--- src/fss_defines.vh ---
// Constants for the fuse and signature store
`ifndef FSS_DEFINES_VH
`define FSS_DEFINES_VH

// ----------------------------------------
// Signature space addresses
// ----------------------------------------
`define FSS_SIG_ADDR_0      2'h0
`define FSS_SIG_ADDR_1      2'h1
`define FSS_SIG_ADDR_2      2'h2

// ----------------------------------------
// Fuse byte select codes
// ----------------------------------------
`define FSS_SEL_LOW         2'h0
`define FSS_SEL_HIGH        2'h1
`define FSS_SEL_EXT         2'h2

// ----------------------------------------
// Delivered values
// ----------------------------------------
`define FSS_LOW_RESET       8'h62
`define FSS_HIGH_RESET      8'h99
`define FSS_EXT_RESET       8'h07
`define FSS_EXT_USED_MASK   8'h07
`define FSS_LOCK_RESET      8'hff

// ----------------------------------------
// Field positions
// ----------------------------------------
`define FSS_LOW_DIV8_BIT    7
`define FSS_LOW_CLK_TO_PIN_BIT   6
`define FSS_HIGH_OCD_BIT    7
`define FSS_HIGH_SCAN_BIT   6
`define FSS_HIGH_SPROG_BIT  5
`define FSS_HIGH_WDT_BIT    4
`define FSS_HIGH_KEEP_BIT   3
`define FSS_HIGH_BOOT_BIT   0
`define FSS_LOCK_ONE_BIT    0

// ----------------------------------------
// Clock source codes
// ----------------------------------------
`define FSS_CKSRC_RC8M      4'h2

`endif

--- src/fss_top.v ---
// Fuse and signature store with live configuration latch
`timescale 1ns/1ns
`default_nettype none
`include "fss_defines.vh"

module fss_top (
	// Clock and reset
	input  wire       i_clk,
	input  wire       i_rstn,
	// Mode
	input  wire       i_prog_mode,
	input  wire       i_serial_path,
	// Programmer commands
	input  wire       i_fuse_wr,
	input  wire [1:0] i_fuse_sel,
	input  wire [7:0] i_fuse_wdata,
	input  wire       i_lock_wr,
	input  wire [7:0] i_lock_wdata,
	input  wire       i_chip_erase,
	input  wire       i_fuse_rd,
	input  wire       i_lock_rd,
	input  wire       i_sig_rd,
	input  wire [1:0] i_sig_addr,
	input  wire       i_sig_hi,
	// Read answer
	output reg  [7:0] o_rdata,
	output reg        o_rvalid,
	output reg        o_wr_refused,
	// Oscillator trim
	output reg  [7:0] o_osc_trim_reg,
	// Live configuration
	output reg  [7:0] o_live_low,
	output reg  [7:0] o_live_high,
	output reg  [7:0] o_live_ext,
	output reg        o_eeprom_keep_on_erase,
	output reg        o_clk_to_pin,
	output reg        o_onchip_debug_en,
	output reg        o_sel_rc8m,
	output reg        o_boot_largest
);

	// ----------------------------------------
	// Boot sequence states
	// ----------------------------------------
	localparam [0:0] BOOT_LOAD = 1'b0;	// First edge after reset release
	localparam [0:0] BOOT_RUN  = 1'b1;	// Steady operation

	// ----------------------------------------
	// Nonvolatile store, modelled as bits that no reset touches
	// ----------------------------------------
	reg  [7:0] low_config_byte_r;
	reg  [7:0] high_config_byte_r;
	reg  [7:0] extended_config_byte_r;
	reg  [7:0] lock_r;
	reg        nv_init_r;

	// ----------------------------------------
	// Volatile state and next values
	// ----------------------------------------
	reg        prog_d_r;
	reg  [0:0] boot_state_r;
	reg  [0:0] boot_state_nxt;
	reg  [7:0] rdata_nxt;
	reg        rvalid_nxt;
	reg        refused_nxt;
	reg  [7:0] wval;

	// ----------------------------------------
	// Qualified requests
	// ----------------------------------------
	wire [7:0] sig_data;
	wire [7:0] cal_data;
	wire       locked;
	wire       prog_rise;
	wire       boot_load;
	wire       latch_live;
	wire       erase_take;
	wire       lock_wr_take;
	wire       fuse_wr_take;
	wire       fuse_wr_ok;
	wire       fuse_wr_bad;
	wire       rd_take;

	// ----------------------------------------
	// Helpers
	// ----------------------------------------
	// A fuse or lock bit reads 0 when programmed
	function is_prog;
		input fuse_bit;
		begin
			is_prog = ~fuse_bit;
		end
	endfunction

	function [7:0] fuse_pick;
		input [1:0] sel;
		begin
			case (sel)
				`FSS_SEL_LOW:  fuse_pick = low_config_byte_r;
				`FSS_SEL_HIGH: fuse_pick = high_config_byte_r;
				`FSS_SEL_EXT:  fuse_pick = extended_config_byte_r;
				default:       fuse_pick = 8'hff;
			endcase
		end
	endfunction

	// ----------------------------------------
	// Request qualification
	// ----------------------------------------
	assign locked       = is_prog(lock_r[`FSS_LOCK_ONE_BIT]);
	assign prog_rise    = i_prog_mode & ~prog_d_r;
	assign boot_load    = (boot_state_r == BOOT_LOAD);
	assign latch_live   = prog_rise | (boot_load & ~i_prog_mode);
	assign erase_take   = i_prog_mode & i_chip_erase;
	assign lock_wr_take = i_prog_mode & i_lock_wr & ~i_chip_erase;
	assign fuse_wr_take = i_prog_mode & i_fuse_wr;
	// Erase in the same cycle wins over a fuse write
	assign fuse_wr_ok   = fuse_wr_take & ~locked & ~i_chip_erase;
	assign fuse_wr_bad  = fuse_wr_take & locked;
	assign rd_take      = i_prog_mode & (i_fuse_rd | i_lock_rd | i_sig_rd);

	// ----------------------------------------
	// Signature row lookups
	// ----------------------------------------
	fss_sig_rom u_rom (
		.i_addr (i_sig_addr),
		.i_hi   (i_sig_hi),
		.o_data (sig_data)
	);

	// Second lookup fixed on the calibration slot, so the trim load
	// never depends on what the programmer addresses
	fss_sig_rom u_cal_rom (
		.i_addr (`FSS_SIG_ADDR_0),
		.i_hi   (1'b1),
		.o_data (cal_data)
	);

	// ----------------------------------------
	// Write data shaping
	// ----------------------------------------
	always @* begin
		wval = i_fuse_wdata;
		if (i_serial_path && i_fuse_sel == `FSS_SEL_HIGH)
			wval[`FSS_HIGH_SPROG_BIT] = high_config_byte_r[`FSS_HIGH_SPROG_BIT];
		if (i_fuse_sel == `FSS_SEL_EXT)
			wval = (i_fuse_wdata & `FSS_EXT_USED_MASK);
	end

	// ----------------------------------------
	// Store initialisation
	// ----------------------------------------
	// Delivered values are loaded on the first clock only; reset never
	// reaches the store, so programmed fuses survive it
	initial nv_init_r = 1'b0;
	always @(posedge i_clk) begin
		nv_init_r <= 1'b1;
	end

	// ----------------------------------------
	// Fuse bytes
	// ----------------------------------------
	always @(posedge i_clk) begin
		if (!nv_init_r)
			low_config_byte_r <= `FSS_LOW_RESET;
		else if (fuse_wr_ok && i_fuse_sel == `FSS_SEL_LOW)
			low_config_byte_r <= wval;
	end

	always @(posedge i_clk) begin
		if (!nv_init_r)
			high_config_byte_r <= `FSS_HIGH_RESET;
		else if (fuse_wr_ok && i_fuse_sel == `FSS_SEL_HIGH)
			high_config_byte_r <= wval;
	end

	always @(posedge i_clk) begin
		if (!nv_init_r)
			extended_config_byte_r <= `FSS_EXT_RESET;
		else if (fuse_wr_ok && i_fuse_sel == `FSS_SEL_EXT)
			extended_config_byte_r <= wval;
	end

	// ----------------------------------------
	// Lock byte
	// ----------------------------------------
	// Lock bits only move toward programmed; erase is the way back
	always @(posedge i_clk) begin
		if (!nv_init_r)
			lock_r <= `FSS_LOCK_RESET;
		else if (erase_take)
			lock_r <= `FSS_LOCK_RESET;
		else if (lock_wr_take)
			lock_r <= lock_r & i_lock_wdata;
	end

	// ----------------------------------------
	// Boot sequence
	// ----------------------------------------
	always @* begin
		boot_state_nxt = boot_state_r;
		case (boot_state_r)
			BOOT_LOAD: boot_state_nxt = BOOT_RUN;
			BOOT_RUN:  boot_state_nxt = BOOT_RUN;
			default:   boot_state_nxt = BOOT_LOAD;
		endcase
	end

	always @(posedge i_clk or negedge i_rstn) begin
		if (!i_rstn) begin
			boot_state_r <= BOOT_LOAD;
			prog_d_r     <= 1'b0;
		end else begin
			boot_state_r <= boot_state_nxt;
			prog_d_r     <= i_prog_mode;
		end
	end

	// ----------------------------------------
	// Oscillator trim
	// ----------------------------------------
	always @(posedge i_clk or negedge i_rstn) begin
		if (!i_rstn)
			o_osc_trim_reg <= 8'h00;
		else if (boot_load)
			o_osc_trim_reg <= cal_data;
	end

	// ----------------------------------------
	// Live configuration latch
	// ----------------------------------------
	// Fuse writes during programming stay invisible here until the
	// next latch event
	always @(posedge i_clk or negedge i_rstn) begin
		if (!i_rstn) begin
			o_live_low  <= `FSS_LOW_RESET;
			o_live_high <= `FSS_HIGH_RESET;
			o_live_ext  <= `FSS_EXT_RESET;
		end else if (latch_live) begin
			o_live_low  <= low_config_byte_r;
			o_live_high <= high_config_byte_r;
			o_live_ext  <= extended_config_byte_r;
		end
	end

	// ----------------------------------------
	// Keep-on-erase, straight from the store
	// ----------------------------------------
	always @(posedge i_clk or negedge i_rstn) begin
		if (!i_rstn)
			o_eeprom_keep_on_erase <= 1'b0;
		else
			o_eeprom_keep_on_erase <= is_prog(high_config_byte_r[`FSS_HIGH_KEEP_BIT]);
	end

	// ----------------------------------------
	// Decodes of the live bytes
	// ----------------------------------------
	// Reset values follow the delivered bytes that the live latch shows
	always @(posedge i_clk or negedge i_rstn) begin
		if (!i_rstn) begin
			o_clk_to_pin      <= 1'b0;
			o_onchip_debug_en <= 1'b0;
			o_sel_rc8m        <= 1'b1;
			o_boot_largest    <= 1'b1;
		end else begin
			o_clk_to_pin      <= is_prog(o_live_low[`FSS_LOW_CLK_TO_PIN_BIT]);
			o_onchip_debug_en <= is_prog(o_live_high[`FSS_HIGH_OCD_BIT]);
			o_sel_rc8m        <= (o_live_low[3:0] == `FSS_CKSRC_RC8M);
			o_boot_largest    <= (o_live_high[2:1] == 2'b00);
		end
	end

	// ----------------------------------------
	// Read and refusal answers
	// ----------------------------------------
	// Signature reads win, then lock, then fuse; data holds between reads
	always @* begin
		rdata_nxt   = o_rdata;
		rvalid_nxt  = rd_take;
		refused_nxt = fuse_wr_bad;
		if (rd_take) begin
			if (i_sig_rd)
				rdata_nxt = sig_data;
			else if (i_lock_rd)
				rdata_nxt = lock_r;
			else
				rdata_nxt = fuse_pick(i_fuse_sel);
		end
	end

	always @(posedge i_clk or negedge i_rstn) begin
		if (!i_rstn) begin
			o_rdata      <= 8'h00;
			o_rvalid     <= 1'b0;
			o_wr_refused <= 1'b0;
		end else begin
			o_rdata      <= rdata_nxt;
			o_rvalid     <= rvalid_nxt;
			o_wr_refused <= refused_nxt;
		end
	end

endmodule
`default_nettype wire

--- src/fss_sig_rom.v ---
// Read-only signature row: identification bytes and calibration byte
`timescale 1ns/1ns
`default_nettype none
`include "fss_defines.vh"

module fss_sig_rom #(
	parameter [7:0] ID_BYTE_0 = 8'ha5,	// Arbitrary value
	parameter [7:0] ID_BYTE_1 = 8'h5a,	// Arbitrary value
	parameter [7:0] ID_BYTE_2 = 8'h3c,	// Arbitrary value
	parameter [7:0] CAL_BYTE  = 8'h80	// Arbitrary value
) (
	// Lookup
	input  wire [1:0] i_addr,
	input  wire       i_hi,
	output reg  [7:0] o_data
);

	// ----------------------------------------
	// Decode, independent of lock state
	// ----------------------------------------
	always @* begin
		o_data = 8'hff;
		if (i_hi) begin
			if (i_addr == `FSS_SIG_ADDR_0)
				o_data = CAL_BYTE;
		end else begin
			case (i_addr)
				`FSS_SIG_ADDR_0: o_data = ID_BYTE_0;
				`FSS_SIG_ADDR_1: o_data = ID_BYTE_1;
				`FSS_SIG_ADDR_2: o_data = ID_BYTE_2;
				default:         o_data = 8'hff;
			endcase
		end
	end

endmodule
`default_nettype wire

--- config.mk ---
export PLATFORM = sky130hd
export DESIGN_NAME = fss_top
export DESIGN_NICKNAME = d
export VERILOG_FILES = /design/src/fss_top.v /design/src/fss_sig_rom.v
export VERILOG_INCLUDE_DIRS = /design/src
export SDC_FILE = /design/constraint.sdc
export NUM_CORES = 1
export LEC_CHECK = 0
export BUFFER_PORTS_ARGS = -buffer_cell sky130_fd_sc_hd__buf_4
export CAP_MARGIN = 20
export CORE_MARGIN = 4
export CORE_UTILIZATION = 56
export DETAILED_ROUTE_END_ITERATION = 16
export PLACE_DENSITY = 0.84
export SLEW_MARGIN = 10
export SYNTH_ARGS = -nofsm -noshare
export SYNTH_HDL_FRONTEND = slang
export SYNTH_SLANG_ARGS = --single-unit
--- constraint.sdc ---
create_clock -name i_clk -period 5.5 [get_ports i_clk]
set_input_delay 0.825 -clock i_clk [delete_from_list [all_inputs] [get_ports i_clk]]
set_output_delay 0.825 -clock i_clk [all_outputs]
set_load 0.1 [all_outputs]
## Word-level counts from Yosys, hierarchy flattened

Cells that the tools add are included.

| cells by class | value |
|---|---|
| equality and inequality tests | 5 |
| mux-type cells | 8 |
| bitwise logic cells | 22 |
| reductions and logical operators | 7 |

Operators by type and width:

| kind | count |
|---|---|
| 8-bit case mux with 3 select lines | 2 |
| 8-bit 2-to-1 mux | 4 |
| 1-bit AND | 10 |
| 8-bit AND | 1 |
| 1-bit inverter | 8 |
| 7-bit 2-to-1 mux | 1 |
| 2-bit zero test | 3 |
| 2-bit by 1-bit equality test with 1-bit output (second input constant) | 2 |
| 2-bit equality test (second input constant) | 2 |
| 4-bit by 2-bit equality test with 1-bit output (second input constant) | 1 |
| 1-bit logical AND | 4 |
| 1-bit OR | 3 |
| 1-bit 2-to-1 mux | 1 |

| storage, ports and cells | value |
|---|---|
| flip-flop bits (word level) | 74 |
| input port bits | 31 |
| output and inout bits | 47 |
| word-level logic and storage cells | 60 |

## Logic depth before layout (Yosys ltp)

Gate-level depths: netlist (run 1).

| logic depth | value |
|---|---|
| depth in word-level cells | 4 |
| depth in mapped cells | 5 |
| depth with buffers taken out | 5 |

## Modules after synthesis

A second synthesis (run 1) with hierarchy kept.

| unflattened totals | value |
|---|---|
| cells, all modules | 249 |
| area total of the unflattened synthesis | 3,423.3 µm² |

By module, submodules not included:

| module | instances | cells an instance | area an instance (µm²) | sequential area each (µm²) |
|---|---|---|---|---|
| fss_top | 1 | 219 | 3,188.1 | 2,122.0 |
| fss_sig_rom | 2 | 15 | 117.6 | 0.0 |

## Least setup slack after synthesis (run 1)

OpenSTA, ideal clock, no wires.

| timing path | value |
|---|---|
| kind | input port to flip-flop |
| start point | in i_fuse_wr |
| end point | reg high_config_byte_r[0] (enable) |
| library setup time | 0.385 ns |
| arrival time | 1.912 ns |
| path slack | 3.202 ns |
| stages | 3 |
| path through | nand2_1 -> or3_1 -> nor3b_1 |

| on the way | value |
|---|---|
| word-level cells in the longest chain between the ends | 4 |

Ends and longest elaborated chain:

| element | RTL line | RTL |
|---|---|---|
| from (decl) | fss_top.v:14 | `input wire i_fuse_wr,` |
| 1-bit AND | fss_top.v:116 | `assign fuse_wr_take = i_prog_mode & i_fuse_wr;` |
| 1-bit AND (2 in series) | fss_top.v:118 | `assign fuse_wr_ok = fuse_wr_take & ~locked & ~i_chip_erase;` |
| 1-bit logical AND (no source line) | n/a |  |
| to (signal assigned) | fss_top.v:172 | `` high_config_byte_r <= `FSS_HIGH_RESET; `` |
| to (signal assigned) | fss_top.v:174 | `high_config_byte_r <= wval;` |
| to (decl) | fss_top.v:52 | `reg [7:0] high_config_byte_r;` |

Every way passes these cells.
A chain may end at the register's enable or synchronous reset.

## Final worst setup path (run 1)

| timing path | value |
|---|---|
| start point | in i_prog_mode |
| end point | reg high_config_byte_r[4] (enable) |

| on the way | value |
|---|---|
| word-level cells in the longest chain between the ends | 4 |

Ends and longest elaborated chain:

| element | RTL line | RTL |
|---|---|---|
| from (decl) | fss_top.v:11 | `input wire i_prog_mode,` |
| 1-bit AND | fss_top.v:116 |  |
| 1-bit AND (2 in series) | fss_top.v:118 |  |
| 1-bit logical AND (no source line) | n/a |  |

Every way passes these cells.

==> run summary, run 1 <==
Avg Inst Size Synth = 13.2 um^2
Number of setup buffers added after CTS = 0
Cell Pwr Density = 366 nW/um^2
Ys flop type = dfrtp_1
Final instance area = 3660 um^2
First-pass GRT wire length = 9610 um
Vias per cell = 5.36
Routed wire length = 6230 um
Total CTS buffers = 9
Critical Path Source = i_prog_mode
Max Freq = 488 MHz
Worst Reg2Reg Path Length in Cells = 3
Peak supply drop = 0.219 mV
Tot Pwr = 1.34 mW
Worst Path Arrival = 2.02 ns
Largest net degree at the start of global routing = 43
CP startpoint kind = input port
Die area = 6510 um^2
Share of the synthesized area in the top cell type = 0.254
Pre-CTS setup slack = 2.74 ns
Remaining routing DRC violations = 0
RSZ-0062 raised after global routing = no
WL/cell = 16.7 um
NumNets Final = 334
CTS root buf = clkbuf_8
Status = finished clean
TNS Setup = 0 ns
Post-cts resize count = 0
Async set or reset register ratio after synthesis = 0.568
Crit path kind = input port to register
Crit path to = high_config_byte_r[4]
N_diodes = 0
Max Clock Skew = 0.00240 ns
Core ar. = 5110 um^2
Placed cell areas = 3500 um^2
Initial Utilization = 0.580
Grt ovf = 0
Max-Cap Viols = 0
Antenna-violating nets left = 0
Hold WS = 0.420 ns
Netlist cell types = 32
IO Pins = 78
Required time worst endpoint = 5.47 ns
Post-synth EDFFs = 24
Yosys warnings = 0
Cell Chain, Critical Path = buf_4, nand2_1, or3_1, nor3b_2
Final hold violation count = 0
Worst-path clk slew = 0.07 ns
Worst path max stage delay = 0.61 ns
Max transition margin = 0.556
Hold Crit Depth = 1
Sequential element share of the synthesized area = 0.658
CTS max path bufs = 2
CTS Hold Bufs = 0
Hold Path Class = register to register
Ratio of cells with drive above 1 in the final layout = 0.388
Via count = 2,003
Drt pass-1 iters = 4
Tot GR Track Use = 0.206
Die W = 80.7 um
Crit Path Max Fanout = 8
Die Y = 80.7 um
Worst reg-to-reg setup slack = 3.66 ns
Count leader, synth = dfrtp_1
Top cells by instance count after synthesis = dfrtp_1 (30), edfxtp_1 (24), mux2_2 (22)
PortBufs = 70
Area leader, netlist = dfrtp_1
Vias in the first global route = 1,971
Worst-skew pair later-pin latency = 0.34 ns
Gpl congestion = 0.847
Cell count after synthesis = 224
DP HPWL = 4430 um
Seq cells post-synth = 74
Worst-Margin Slew = 0.663 ns
Critical-path top delay cell = nor3b_2
P_leak = 1.61 nW
Clock sink count = 74
Crit Reg-Reg Startpoint = lock_r[0]
# setup viols final = 0
TritonCTS clock tree = done
# H-tree levels = 3
Initial antenna violation count = 0
Worst setup margin = 3.45 ns
Max Transition Viols Final = 0
Fin crit period = 2.05 ns
Tcrit/Tclk final = 0.372
Rows = 26
Synth area leaders = dfrtp_1 (25%), edfxtp_1 (24%), dfstp_2 (11%)
FF-to-FF End = high_config_byte_r[4]
Initial DRC count = 147
Netlist Area Pre-Place = 2960 um^2
Area delta synth->final = 23.6%
Critical path endpoint category = register
==> routing by layer <==
layer / global-route usage / vias to the layer above / part of all wire / routed length [um]
met5: 0 / - / 0 / 0
met4: 0.113 / 0 / 0.028 / 175
met3: 0.0493 / 17 / 0.063 / 394
met2: 0.324 / 78 / 0.50 / 3110
met1: 0.263 / 980 / 0.41 / 2550
li1: - / 928 / - / -
==> critical path: cells and delay by family <==
family / cells / cell delay, ns
and+or+nand+nor: 3 / 1.08
buffers and inverters: 1 / 0.12
==> cell usage in the layout (no fill, tap or decap) <==
| cell type | synthesis | routed |
|---|---|---|
| nor2_1 | 12 | 12 |
| nand2b_1 | 3 | 3 |
| dfrtp_1 | 30 | 30 |
| dfxtp_1 | 8 | 8 |
| a31oi_1 | 6 | 6 |
| o21ai_0 | 16 | 16 |
| or2_2 | 1 | 1 |
| mux2i_2 | 1 | 1 |
| nand2_1 | 18 | 18 |
| a21boi_0 | 2 | 2 |
| buf_2 | 3 | 1 |
| a32o_1 | 1 | 1 |
| and2_1 | 4 | 4 |
| o31ai_1 | 1 | 1 |
| a21oi_1 | 2 | 2 |
| nor4b_1 | 1 | 1 |
| mux2_2 | 22 | 22 |
| clkbuf_8 | 0 | 9 |
| o31a_1 | 1 | 1 |
| conb_1 | 2 | 8 |
| edfxtp_1 | 24 | 24 |
| ha_1 | 4 | 4 |
| inv_1 | 16 | 16 |
| clkbuf_1 | 1 | 7 |
| buf_4 | 7 | 71 |
| mux2i_1 | 8 | 8 |
| or3_1 | 1 | 1 |
| a221oi_1 | 8 | 8 |
| nor3b_2 | 0 | 1 |
| o21ai_1 | 4 | 4 |
| nor3_1 | 1 | 1 |
| dfstp_2 | 12 | 12 |
==> how the worst min path moves through the flow <==
stage,from,end,slack [ns]
floorplan,lock_r[0],o_wr_refused,0.40
global placement,o_live_low[0],o_sel_rc8m,0.41
detailed placement,o_live_low[0],o_sel_rc8m,0.41
CTS,o_live_low[0],o_sel_rc8m,0.42
global route,o_live_high[2],o_boot_largest,0.45
finish,o_live_low[0],o_sel_rc8m,0.42
==> power by group <==
| part | internal, mW | total (mW) | switching (mW) | leakage (nW) |
|---|---|---|---|---|
| Clock | 0.166 | 0.343 | 0.178 | 0.0730 |
| Sequential | 0.610 | 0.631 | 0.0201 | 0.752 |
| Combinational | 0.0815 | 0.364 | 0.283 | 0.782 |
==> layout make-up <==
class                      count  area (um^2)
sequential                    74         1950
fill                         357         1450
multi-input combinational    126          876
timing repair buffer          72          538
clock buffer                  16          150
tap                           70         87.6
inverter                      16         60.1
==> metrics by stage <==
step / instances / util
after floorplan: 230 / -
after global placement: 357 / 0.685
after detailed placement: 357 / 0.685
after CTS: 373 / 0.714
after global routing: 374 / 0.716
final: 374 / 0.716
==> kinds of logic (layout without fill, tap and decap cells) <==
family	Yosys count	count (layout)	synth area share
buffers and inverters	30	104	0.0558
other	2	8	0.00254
AO/OA/AOI/OAI	41	41	0.0875
AND/OR/NAND/NOR	42	42	0.0642
adder cells (fa/ha/maj)	4	4	0.0169
multiplexers	31	31	0.115
flip-flops	74	74	0.658
(Power assumes the default switching activity.)
==> inputs of run 2 (changes only) <==
--- a/config.mk
+++ b/config.mk
@@ -9,9 +9,9 @@
 export BUFFER_PORTS_ARGS = -buffer_cell sky130_fd_sc_hd__buf_4
 export CAP_MARGIN = 20
 export CORE_MARGIN = 4
-export CORE_UTILIZATION = 56
+export CORE_UTILIZATION = 52
 export DETAILED_ROUTE_END_ITERATION = 16
-export PLACE_DENSITY = 0.84
+export PLACE_DENSITY = 0.79
 export SLEW_MARGIN = 10
 export SYNTH_ARGS = -nofsm -noshare
 export SYNTH_HDL_FRONTEND = slang
==> constraint.sdc (replaced) <==
create_clock -name i_clk -period 2.1 [get_ports i_clk]
set_input_delay 0.315 -clock i_clk [delete_from_list [all_inputs] [get_ports i_clk]]
set_output_delay 0.315 -clock i_clk [all_outputs]
set_load 0.1 [all_outputs]
==> run 2 against run 1 <==
  * Routed wire length down 3.2%
  * Worst setup slack worse by 3.0 ns
  * Sequential share of layout area down 1.3 points
  * Largest power group unchanged
  * Via count down 2.1%
  * Critical path type is now register to register
  * Register-to-register slack worse by 3.2 ns
  * Highest routed layer unchanged
  * Critical path depth unchanged
  * Total power rose to 2.8 times the previous value
  * Core utilization down 3.5 points
  * Final area up 2.6%
  * Non-clock buffer count up 4
==> run summary, run 2 (synthesis gave the netlist of run 1 again) <==
Gpl congestion = 0.767
Tcrit/Tclk final = 0.774
Filler instances = 387
Ratio of cells with drive above 1 in the final layout = 0.399
Met3 wire len = 397 um
# H-tree levels = 3
CTS max path bufs = 2
RSZ-0062 raised after global routing = no
Crit path kind = register to register
DP HPWL = 4300 um
Routed wire length = 6030 um
Worst path max stage delay = 0.43 ns
IO Pins = 78
Hold path startpoint = i_prog_mode
Remaining routing DRC violations = 0
# setup viols final = 0
Worst setup margin = 0.474 ns
Commonest non-fill, non-tap cell in the layout = buf_4
Critical Path Source = lock_r[0]
Worst Path Arrival = 1.68 ns
Cell Pwr Density = 1010 nW/um^2
First-pass GRT wire length = 9980 um
Most frequent cells in the layout = buf_4 (75), dfrtp_1 (30), edfxtp_1 (24)
Final hold violation count = 0
Vias in the first global route = 1,968
Worst-path clk slew = 0.07 ns
Number of setup buffers added after CTS = 0
Peak supply drop = 0.540 mV
Tot Pwr = 3.79 mW
Worst-skew pair later-pin latency = 0.34 ns
Total CTS buffers = 9
Max transition margin = 0.631
Antenna-violating nets left = 0
WL/cell = 15.9 um
Die Y = 83.5 um
Max Freq = 615 MHz
Largest net degree at the start of global routing = 43
DR WL met2 = 2780 um
Status = finished clean
Final instance area = 3750 um^2
Initial antenna violation count = 0
NumNets Final = 338
Initial Utilization = 0.538
Area delta synth->final = 26.8%
P_leak = 1.66 nW
Hold Path Class = input port to register
Clock sink count = 74
Fin crit period = 1.63 ns
Via count = 1,960
Die area = 6960 um^2
Die W = 83.5 um
Metal1 wirelength = 2670 um
Rows = 27
Crit Path Max Fanout = 5
Top Layer Used = met4
Crit Reg-Reg Startpoint = lock_r[0]
Max Transition Viols Final = 0
Required time worst endpoint = 2.16 ns
TritonCTS clock tree = done
Max Clock Skew = 0.00704 ns
CP delay by family, top = simple AND/OR/NAND/NOR gates
N_diodes = 0
Vias per cell = 5.16
Cell Chain, Critical Path = inv_1, or3_1, nor2_1, buf_4
Grt ovf = 0
Tot GR Track Use = 0.186
Critical path endpoint category = register
CP startpoint kind = register
PortBufs = 70
Drt pass-1 iters = 4
Pre-CTS setup slack = 0.429 ns
TNS Setup = 0 ns
Placed cell areas = 3530 um^2
Max-Cap Viols = 0
CP bufs+invs = 2
Critical-path top delay cell = or3_1
Initial DRC count = 199
Worst-Margin Slew = 0.551 ns
Core ar. = 5510 um^2
CTS root buf = clkbuf_8
==> run 2: timing repair <==
item / in CTS / in global routing
hold buffers: 1 / 0
resized for setup: 0 / 0
hold endpoints to repair: 30 / 0
==> run 2: worst paths after layout <==
path / endpoint / slack, ns / depth (start not counted)
max: extended_config_byte_r[4] / 0.47 / 4
min: prog_d_r / 0.14 / 1
max reg2reg: extended_config_byte_r[4] / 0.47 / 4
min reg2reg: o_boot_largest / 0.42 / 1
max in group asynchronous: o_live_high[7] / 1.24 / 2
min in group asynchronous: o_live_low[4] / 0.50 / 2
==> run 2: metrics by stage <==
stage,instances,hold WS (ns),utilization
2_1_floorplan,230,0.0194,-
3_3_place_gp,363,0.329,0.641
3_5_place_dp,363,0.326,0.641
4_1_cts,380,0.122,0.682
5_1_grt,380,0.124,0.682
6_report,380,0.137,0.682
==> run 2: routing by layer <==
layer / vias up / global-route usage
li1: 930 / -
met1: 938 / 0.250
met4: 0 / 0.0965
met2: 78 / 0.268
met3: 14 / 0.0622
met5: - / 0
==> run 2: final cells by class <==
cell class                 instances  area, um^2  share of cell area
clock inverter                     2        60.1              0.0160
clock buffer                      14         153              0.0407
tap                               72        90.1              0.0240
multi-input combinational        126         871               0.232
sequential                        74        1950               0.519
inverter                          16        60.1              0.0160
timing repair buffer              76         573               0.153
==> run 2: where the power goes <==
group          internal (mW)  switching (mW)
sequential              1.60          0.0514
clock                  0.705           0.482
combinational          0.217           0.740
==> run 2: worst register-to-register path, delay by kind of cell (launching register included) <==
family | cells | cell delay [ns]
buf+inv | 2 | 0.27
flops | 1 | 0.35
simple gates | 2 | 0.72
